===== src/hw/rst_pkg.sv =====
// constants for the reset cause recorder and debug force reset
// assumes an 8-bit register bus with 16-bit addresses on core_clk
package rst_pkg;
  localparam int          CLK_MHZ      = 25;
  localparam int          HOLD_NS      = 1600;
  localparam int          HOLD_CYC     = (HOLD_NS * CLK_MHZ + 999) / 1000;
  localparam int          CNT_W        = 8;
  localparam logic [7:0]  HOLD_LAST    = 8'(HOLD_CYC - 1);
  localparam logic [7:0]  CNT_ZERO     = 8'h00;
  localparam logic [7:0]  CNT_STEP     = 8'h01;
  localparam logic [15:0] CAUSE_ADDR   = 16'h1800;
  localparam logic [15:0] DEBUG_ADDR   = 16'h1801;
  localparam logic [15:0] GAP0_LO      = 16'h0470;
  localparam logic [15:0] GAP0_HI      = 16'h17ff;
  localparam logic [15:0] GAP1_LO      = 16'h1860;
  localparam logic [15:0] GAP1_HI      = 16'hbfff;
  localparam int          POR_BIT      = 7;
  localparam int          PIN_BIT      = 6;
  localparam int          WDOG_BIT     = 5;
  localparam int          BADOP_BIT    = 4;
  localparam int          BADADDR_BIT  = 3;
  localparam int          CLKGEN_BIT   = 2;
  localparam int          LOWV_BIT     = 1;
  localparam int          FORCE_BIT    = 0;
  localparam logic [7:0]  POR_MASK     = 8'h80;
  localparam logic [7:0]  LOWV_MASK    = 8'h02;
  localparam logic [7:0]  CAUSE_POR    = 8'h82;
  localparam logic [7:0]  ZERO_BYTE    = 8'h00;
  localparam logic [2:0]  SYNC_IDLE    = 3'h0;
  typedef enum logic {ST_RUN, ST_HOLD} seq_state_e;
endpackage


===== src/hw/sync_if.sv =====
// synchronised levels passed from the input synchroniser to the recorder
// assumes both ends run on core_clk
`timescale 1ns/1ns
interface sync_if;
  logic pin_low;
  logic lowv_low;
  logic clkgen_req;
  modport src (output pin_low, output lowv_low, output clkgen_req);
  modport dst (input pin_low, input lowv_low, input clkgen_req);
endinterface


===== src/hw/input_sync.sv =====
// three-flop synchronisers for the asynchronous reset sources
// assumes raw inputs come from pins or analog detectors
`timescale 1ns/1ns
module input_sync (
  input  wire logic core_clk,
  input  wire logic nrst,
  input  wire logic rst_pin_n,
  input  wire logic lowv_trip,
  input  wire logic clkgen_rst_req,
  sync_if.src       sync
);
  logic [2:0] pin_ff_reg,  pin_ff_next;
  logic [2:0] lv_ff_reg,   lv_ff_next;
  logic [2:0] cg_ff_reg,   cg_ff_next;
  logic       pin_reg,     pin_next;
  logic       lv_reg,      lv_next;
  logic       cg_reg,      cg_next;

  // a change counts once the second and third flops agree
  always_comb begin
    pin_ff_next = {pin_ff_reg[1:0], ~rst_pin_n};
    lv_ff_next  = {lv_ff_reg[1:0], lowv_trip};
    cg_ff_next  = {cg_ff_reg[1:0], clkgen_rst_req};
    pin_next    = (pin_ff_reg[1] == pin_ff_reg[2]) ? pin_ff_reg[2] : pin_reg;
    lv_next     = (lv_ff_reg[1] == lv_ff_reg[2]) ? lv_ff_reg[2] : lv_reg;
    cg_next     = (cg_ff_reg[1] == cg_ff_reg[2]) ? cg_ff_reg[2] : cg_reg;
  end

  always_ff @(posedge core_clk) begin
    if (!nrst) begin
      pin_ff_reg <= rst_pkg::SYNC_IDLE;
      lv_ff_reg  <= rst_pkg::SYNC_IDLE;
      cg_ff_reg  <= rst_pkg::SYNC_IDLE;
      pin_reg    <= 1'b0;
      lv_reg     <= 1'b0;
      cg_reg     <= 1'b0;
    end else begin
      pin_ff_reg <= pin_ff_next;
      lv_ff_reg  <= lv_ff_next;
      cg_ff_reg  <= cg_ff_next;
      pin_reg    <= pin_next;
      lv_reg     <= lv_next;
      cg_reg     <= cg_next;
    end
  end

  assign sync.pin_low    = pin_reg;
  assign sync.lowv_low   = lv_reg;
  assign sync.clkgen_req = cg_reg;
endmodule // input_sync


===== src/hw/reset_cause_and_debug_reset.sv =====
// reset cause recorder, reset sequencer and debug force reset
// assumes nrst is the power-on reset and bus strobes are one-cycle pulses
// Overview of operation
// - seven read-only cause flags record the last reset source; bit 0 always zero
// - a reset forced by the debug host leaves every cause flag cleared
// - a write to the cause register outside reset restarts the watchdog, flags unchanged
// - power-on reset sets power-on and low-voltage flags, clears the others
// - low-voltage reset keeps power-on flag, sets low-voltage, clears the rest
// - other resets set flags of active sources, clear power-on and low-voltage
// - a low level on the reset pin sets the pin flag
// - watchdog disabled means no watchdog reset and no watchdog flag
// - stop instruction with stop disabled gives an illegal-opcode reset
// - background instruction with background mode disabled gives an illegal-opcode reset
// - access inside either unmapped address gap resets with the illegal-address flag
// - unused locations inside register areas never count as illegal addresses
// - a clock generator reset request sets the clock-generator flag
// - low-voltage reset needs both enables set and supply below trip level
// - user program writes to the debug force-reset register are ignored
// - reads of the debug force-reset register always return zero
// - debug path writing 1 to bit 0 forces a full reset
// - watchdog enable is the watchdog_enable input, used as given with no write-once logic or default
`timescale 1ns/1ns
module reset_cause_and_debug_reset (
  input  wire logic        core_clk,
  input  wire logic        nrst,
  input  wire logic [15:0] bus_addr,
  input  wire logic        bus_rd,
  input  wire logic        bus_wr,
  input  wire logic        bus_bdm,
  input  wire logic [7:0]  bus_wdata,
  output logic      [7:0]  bus_rdata,
  input  wire logic        rst_pin_n,
  input  wire logic        lowv_trip,
  input  wire logic        clkgen_rst_req,
  input  wire logic        wdog_timeout,
  input  wire logic        watchdog_enable,
  input  wire logic        bad_opcode,
  input  wire logic        stop_exec,
  input  wire logic        stop_enable,
  input  wire logic        enter_background_instr,
  input  wire logic        background_mode_enable,
  input  wire logic        lowv_reset_enable,
  input  wire logic        lowv_stop_enable,
  output logic             mcu_rst,
  output logic             wdog_restart
);
  sync_if sync ();

  input_sync u_sync (
    .core_clk       (core_clk),
    .nrst           (nrst),
    .rst_pin_n      (rst_pin_n),
    .lowv_trip      (lowv_trip),
    .clkgen_rst_req (clkgen_rst_req),
    .sync           (sync)
  );

  rst_pkg::seq_state_e state_reg, state_next;
  logic [7:0]          cnt_reg, cnt_next;
  logic [7:0]          cause_reg, cause_next;
  logic [7:0]          rdata_reg, rdata_next;
  logic                rst_reg, rst_next;
  logic                restart_reg, restart_next;
  logic                trig_pin, trig_wdog, trig_badop, trig_badaddr;
  logic                trig_clkgen, trig_lowv, trig_dbg, trig_any;
  logic                in_run, cause_wr, debug_wr;

  function automatic logic in_gap(input logic [15:0] a);
    in_gap = ((a >= rst_pkg::GAP0_LO) && (a <= rst_pkg::GAP0_HI)) ||
             ((a >= rst_pkg::GAP1_LO) && (a <= rst_pkg::GAP1_HI));
  endfunction

  // reset source qualification
  always_comb begin
    in_run    = (state_reg == rst_pkg::ST_RUN);
    cause_wr  = bus_wr && (bus_addr == rst_pkg::CAUSE_ADDR);
    debug_wr  = bus_wr && bus_bdm && (bus_addr == rst_pkg::DEBUG_ADDR);
    trig_pin  = sync.pin_low;
    trig_wdog = wdog_timeout && watchdog_enable;
    trig_badop = bad_opcode ||
                 (stop_exec && !stop_enable) ||
                 (enter_background_instr && !background_mode_enable);
    trig_badaddr = (bus_rd || bus_wr) && in_gap(bus_addr);
    trig_clkgen = sync.clkgen_req;
    trig_lowv = lowv_reset_enable && lowv_stop_enable && sync.lowv_low;
    trig_dbg  = debug_wr && bus_wdata[rst_pkg::FORCE_BIT];
    trig_any  = trig_pin || trig_wdog || trig_badop || trig_badaddr ||
                trig_clkgen || trig_lowv || trig_dbg;
  end

  // reset sequencer and cause capture
  always_comb begin
    state_next = state_reg;
    cnt_next   = cnt_reg;
    cause_next = cause_reg;
    unique case (state_reg)
      rst_pkg::ST_RUN: begin
        if (trig_any) begin
          state_next = rst_pkg::ST_HOLD;
          cnt_next   = rst_pkg::HOLD_LAST;
          if (trig_lowv) begin
            cause_next = (cause_reg & rst_pkg::POR_MASK) | rst_pkg::LOWV_MASK;
          end else begin
            cause_next                       = rst_pkg::ZERO_BYTE;
            cause_next[rst_pkg::PIN_BIT]     = trig_pin;
            cause_next[rst_pkg::WDOG_BIT]    = trig_wdog;
            cause_next[rst_pkg::BADOP_BIT]   = trig_badop;
            cause_next[rst_pkg::BADADDR_BIT] = trig_badaddr;
            cause_next[rst_pkg::CLKGEN_BIT]  = trig_clkgen;
          end
        end
      end
      rst_pkg::ST_HOLD: begin
        if (cnt_reg != rst_pkg::CNT_ZERO) begin
          cnt_next = cnt_reg - rst_pkg::CNT_STEP;
        end else if (!sync.pin_low) begin
          state_next = rst_pkg::ST_RUN;
        end
      end
    endcase
  end

  // register reads and watchdog restart
  always_comb begin
    rst_next     = (state_next == rst_pkg::ST_HOLD);
    restart_next = in_run && cause_wr;
    rdata_next   = rst_pkg::ZERO_BYTE;
    if (bus_rd && (bus_addr == rst_pkg::CAUSE_ADDR)) begin
      rdata_next = cause_reg;
    end else if (bus_rd && (bus_addr == rst_pkg::DEBUG_ADDR)) begin
      rdata_next = rst_pkg::ZERO_BYTE;
    end
  end

  always_ff @(posedge core_clk) begin
    if (!nrst) begin
      state_reg   <= rst_pkg::ST_HOLD;
      cnt_reg     <= rst_pkg::HOLD_LAST;
      cause_reg   <= rst_pkg::CAUSE_POR;
      rdata_reg   <= rst_pkg::ZERO_BYTE;
      rst_reg     <= 1'b1;
      restart_reg <= 1'b0;
    end else begin
      state_reg   <= state_next;
      cnt_reg     <= cnt_next;
      cause_reg   <= cause_next;
      rdata_reg   <= rdata_next;
      rst_reg     <= rst_next;
      restart_reg <= restart_next;
    end
  end

  assign bus_rdata    = rdata_reg;
  assign mcu_rst      = rst_reg;
  assign wdog_restart = restart_reg;
endmodule // reset_cause_and_debug_reset


===== config.mk =====
export PLATFORM = sky130hd
export DESIGN_NAME = reset_cause_and_debug_reset
export DESIGN_NICKNAME = d
export VERILOG_FILES = /design/src/hw/rst_pkg.sv /design/src/hw/sync_if.sv /design/src/hw/input_sync.sv /design/src/hw/reset_cause_and_debug_reset.sv
export SDC_FILE = /design/constraint.sdc
export NUM_CORES = 1
export LEC_CHECK = 0
export ABC_AREA = 1
export BUFFER_PORTS_ARGS = -buffer_cell sky130_fd_sc_hd__buf_2
export CAP_MARGIN = 30
export CORE_UTILIZATION = 46
export CTS_CLUSTER_DIAMETER = 30
export DETAILED_ROUTE_END_ITERATION = 12
export HOLD_SLACK_MARGIN = 0.12
export PLACE_DENSITY = 0.73
export SLEW_MARGIN = 20
export SYNTH_ARGS = -nofsm -noshare
export SYNTH_HDL_FRONTEND = slang
export SYNTH_SLANG_ARGS = --single-unit

===== constraint.sdc =====
create_clock -name core_clk -period 2.7 [get_ports core_clk]
set_input_delay 0.405 -clock core_clk [delete_from_list [all_inputs] [get_ports core_clk]]
set_output_delay 0.405 -clock core_clk [all_outputs]
set_load 0.005 [all_outputs]

# Word-level counts from Yosys, hierarchy flattened
# Cells that the tools add are included.
# word_totals
out_inout_bits,10
elab_cells,66
reg_bits,38
# op_classes
n_addsub,1
muxes,8
n_lt_le_gt_ge,4
n_reduce_logical,31
bitwise,3
n_eq_ne,7
# ops
operator,n
16-bit by 13-bit equality test with 1-bit output (second input constant),2
16-bit by 11-bit >= comparator with 1-bit output (second input constant),1
16-bit by 13-bit >= comparator with 1-bit output (second input constant),1
16-bit by 13-bit <= comparator with 1-bit output (second input constant),1
16-bit <= comparator (second input constant),1
8-bit two-way mux,2
8-bit case mux with 2 select lines,1
1-bit logical AND,14
1-bit logical OR,10
8-bit nonzero test,1
8-bit by 1-bit subtractor with 8-bit output (second input constant),1
7-bit two-way mux,1
2-bit AND reduction,3
1-bit equality test,3
1-bit two-way mux,3
1-bit NOT,3
3-bit AND reduction,1
1-bit logical NOT,2
2-bit by 1-bit != test with 1-bit output (second input constant),1
2-bit != test (second input constant),1
1-bit case mux with 2 select lines,1

# Depth between registers and ports, before layout
# depth
ltp_word,11
ltp_mapped,12
ltp_nobuf,12

# Modules after synthesis
# A second synthesis with hierarchy kept.
# unflattened
cells_unflattened,240
hier_area_um2,1771.7
# modules_own_cells
module,cells_each,seq_area_each_um2,area_per_inst_um2,n_inst
reset_cause_and_debug_reset,200,480.5,1405.1,1
input_sync,40,240.2,366.6,1

# Worst setup path after synthesis
# OpenSTA, ideal clock, no wires.
# synth_timing
path_type,input -> register
from,input port bus_addr[5]
to,register cause_reg[1]
path_stages,11
n_path_buf,1
arrival_time_ps,1240
setup_time_ps,135
path_slack_ps,1325
path_cell_list,nand2_1 -> nand3b_1 -> nand2_1 -> inv_2 -> nand2_1 -> nand2_1 -> nand2_4 -> nand2_8 -> buf_8 -> nand2_1 -> o211ai_2
# synth_via
elab_chain_len,9
# synth_lines
item,line,source
from (decl),reset_cause_and_debug_reset.sv:26,"input wire logic [15:0] bus_addr,"
16-bit by 11-bit >= comparator with 1-bit output (tied with other cells),reset_cause_and_debug_reset.sv:69,in_gap = ((a >= rst_pkg::GAP0_LO) && (a <= rst_pkg::GAP0_HI)) ||
1-bit logical AND (on tied branches),"reset_cause_and_debug_reset.sv:69, reset_cause_and_debug_reset.sv:70",
1-bit logical OR,reset_cause_and_debug_reset.sv:69,
1-bit logical AND,reset_cause_and_debug_reset.sv:83,trig_badaddr = (bus_rd || bus_wr) && in_gap(bus_addr);
1-bit logical OR (2 in a row),reset_cause_and_debug_reset.sv:87,trig_any = trig_pin || trig_wdog || trig_badop || trig_badaddr ||
1-bit logical OR,reset_cause_and_debug_reset.sv:88,trig_clkgen || trig_lowv || trig_dbg;
1-bit logical OR (*),reset_cause_and_debug_reset.sv:88,
2-bit AND reduction (no source line) (*),-,
to (signal assigned),reset_cause_and_debug_reset.sv:139,cause_reg <= rst_pkg::CAUSE_POR;
to (signal assigned),reset_cause_and_debug_reset.sv:146,cause_reg <= cause_next;
to (decl),reset_cause_and_debug_reset.sv:60,"logic [7:0] cause_reg, cause_next;"
# Every way passes the cells marked *; elsewhere a longest branch is shown, timed or not.
# A chain may end at the register's enable or synchronous reset.

# Worst setup path in the final report
# layout_timing
from,register cnt_reg[0]
to,register cnt_reg[2]
# layout_via
elab_chain_len,3
# layout_lines
item,line,source
from (decl),reset_cause_and_debug_reset.sv:59,"logic [7:0] cnt_reg, cnt_next;"
from (signal assigned),reset_cause_and_debug_reset.sv:138,cnt_reg <= rst_pkg::HOLD_LAST;
from (signal assigned),reset_cause_and_debug_reset.sv:145,cnt_reg <= cnt_next;
8-bit by 1-bit subtractor with 8-bit output or 8-bit nonzero test (tied branches),"reset_cause_and_debug_reset.sv:115, reset_cause_and_debug_reset.sv:114",
8-bit two-way mux or 2-bit by 1-bit != test with 1-bit output (tied branches),-,
8-bit case mux with 2 select lines or 2-bit AND reduction (tied branches),-,
# Parallel ways exist; a longest one is shown, timed or not. The select of a mux whose other input is x is not followed.

==> impl_metrics.yaml <==
global_route:
  first_global_vias: 1285
  grt.total_usage: 0.193
  grt.overflow.total: 0
  grt_pass1_wl_um: 5300
  antenna_found_initial: 0
  grt_max_degree: 19
yosys:
  synth_edf_count: 0
  ys_types: 29
  yosysMostFrequentCell: "nand2_1"
  avgSynthCellArea_um2: 7.31
  ys_ff_latch: 36
  synthArstFlopShare: 0
  netlist_top_cells_area: "dfxtp_1, nand2_1, inv_1, nor2_1, nand3_1"
  syn_nets: 266
  synthCells: 224
  yosys_warnings: 0
  ys_seq_area_frac: 0.440
  synth_top_cell_area_share: 0.440
  synth_largest_area_cell: "dfxtp_1"
  yosys-top-cells-count: "nand2_1, dfxtp_1, inv_1, nor2_1, nand3_1"
  synth_flop_cell: "dfxtp_1"
  syn_area_um2: 1640
pwr:
  powerDensity_nw_per_um2: 535
  p_int_mw: 0.822
  comb_power_share: 0.076
  p_sw_mw: 0.229
  p_seq_frac: 0.520
  total_leakage_power_nw: 1.03
  swShare: 0.218
  vdd_drop_max_mv: 0.417
  clockPowerShare: 0.404
  p_total_mw: 1.05
floorplan:
  fp.dieW_um: 61.7
  fp.dieH_um: 61.7
  die_area_um2: 3800
  core_area_um2: 3360
  ios: 51
  initial_utilization: 0.487
  rows: 21
outcome:
  status: "completed"
clocking:
  post_cts_buffers: 0
  cts_tree: "yes"
  clk-insertion-delay-late_ns: 0.34
  clockBufferDepth: 2
  cts_hold_buf: 0
  cts-root-buf: "clkbuf_4"
  clock-sinks: 36
  post_cts_resized: 0
  cts_buffers: 5
  cts.clk_slew.worst_paths_ns: 0.11
  cts_max_level: 2
cells_and_area:
  largest_register_ffs: 8
  final_layout_size_suffix_gt1_frac: 0.286
  insertedDiodeCount: 0
  fin_nets: 310
  area_growth_pct: 20.1
detailed_routing:
  dr.pass1.iters: 4
  drt_wl_total_um: 3040
  drt-wirelength-per-cell_um: 9.65
  num_vias: 1431
  vias_per_cell: 4.54
  route.detailed.drc: 0
  ant_nets: 0
  drtIter0Drc: 56
min_path:
  min_path_cells: 2
  min_path_type: "input port to register"
worst_setup_path:
  endpoint_kind: "register"
  worstPathRequired_ns: 2.93
  cp_max_fo: 10
  worstPathArrival_ns: 1.79
  reg2reg_depth: 9
  start_kind: "register"
  critPathKind: "register to register"
place:
  place_hpwl_um: 2260
  place_congestion: 0.753
  port_buffers: 42
sta:
  worst_pin_slew_ns: 0.539
  fin_crit_sh: 0.578
  finalHoldViolCount: 0
  rsz0062_at_grt: "no"
  finClkSkew_ns: 0.00567
  fmax_mhz: 641
  tns_ns: 0
  hold-worst-slack_ns: 0.201
  slew_viol_final: 0
  setup_viol: 0
  fin_crit_ns: 1.56
  max_slew_margin: 0.640
flow_run:
  drv_cap: 0
[cell families (layout without fill, tap and decap cells)]
kind of cell | Yosys count | after routing | share of synthesized area
buf+inv | 45 | 90 | 0.114
other cells | 1 | 1 | 0.00229
xor+xnor | 4 | 4 | 0.0214
simple gates | 114 | 114 | 0.331
flops | 36 | 36 | 0.440
compound gates | 23 | 23 | 0.0840
fa+ha+maj | 1 | 1 | 0.00764
[critical path, stage by stage (launching register included)]
cell and delay (ns):
dfxtp_1 0.35, inv_1 0.08, ha_1 0.21, nand4_1 0.17
nor3_2 0.18, nor2_2 0.10, inv_4 0.12, nand2_1 0.12
nand2_1 0.08, nand3_1 0.06
[metrics by stage]
step | setup WS [ns] | util | instances | instance area, um2
after floorplan | 1.32 | - | 224 | 1640
after global placement | 0.939 | 0.557 | 307 | 1870
after detailed placement | 0.938 | 0.557 | 307 | 1870
after CTS | 1.14 | 0.585 | 315 | 1970
after global routing | 0.982 | 0.585 | 315 | 1970
final | 1.14 | 0.585 | 315 | 1970
[per-layer routing]
metal  track usage  wire length (um)  up-vias
met1         0.230              1420      607
met3        0.0525               106       12
li1              -                 -      780
met2         0.312              1400       32
met5             0                 0        -
met4         0.111               115        0
[cells in the final DEF (no fill, tap or decap), types with 2 or more instances in the layout]
cell      count
a21oi_2       4
a21oi_1      13
inv_1        29
clkbuf_4      5
nor2_2        2
nor2_1       28
nand3b_1      7
nor3_2        2
dfxtp_1      36
nand2_1      46
nand4_1       4
clkbuf_8      2
nand2_2       4
nand3_1      16
o21ai_0       4
inv_2        10
xor2_1        3
buf_2        42
[power groups by stage]
stage               clock [mW]  sequential (mW)  combinational, mW
finish                   0.425            0.547             0.0801
global route             0.463            0.548             0.0939
CTS                      0.432            0.547             0.0809
detailed placement           0            0.559             0.0806
global placement             0            0.558             0.0793
floorplan                    0            0.557             0.0489
[worst paths after layout]
kind | startpoint | end | slack [ns]
max | cnt_reg[0] | cnt_reg[2] | 1.14
min | rst_pin_n | u_sync.pin_ff_reg[0] | 0.20
max reg2reg | cnt_reg[0] | cnt_reg[2] | 1.14
min reg2reg | cause_reg[7] | bus_rdata[7] | 0.42
[area by class of cell]
class | instances | area [um2]
Clock buffer | 7 | 65.1
Clock inverter | 1 | 30.0
Fill cell | 351 | 1400
Inverter | 40 | 153
Multi-Input combinational cell | 143 | 731
Sequential cell | 36 | 721
Tap cell | 46 | 57.6
Timing Repair Buffer | 42 | 210
Note: power is estimated with default switching activity, not from simulation.
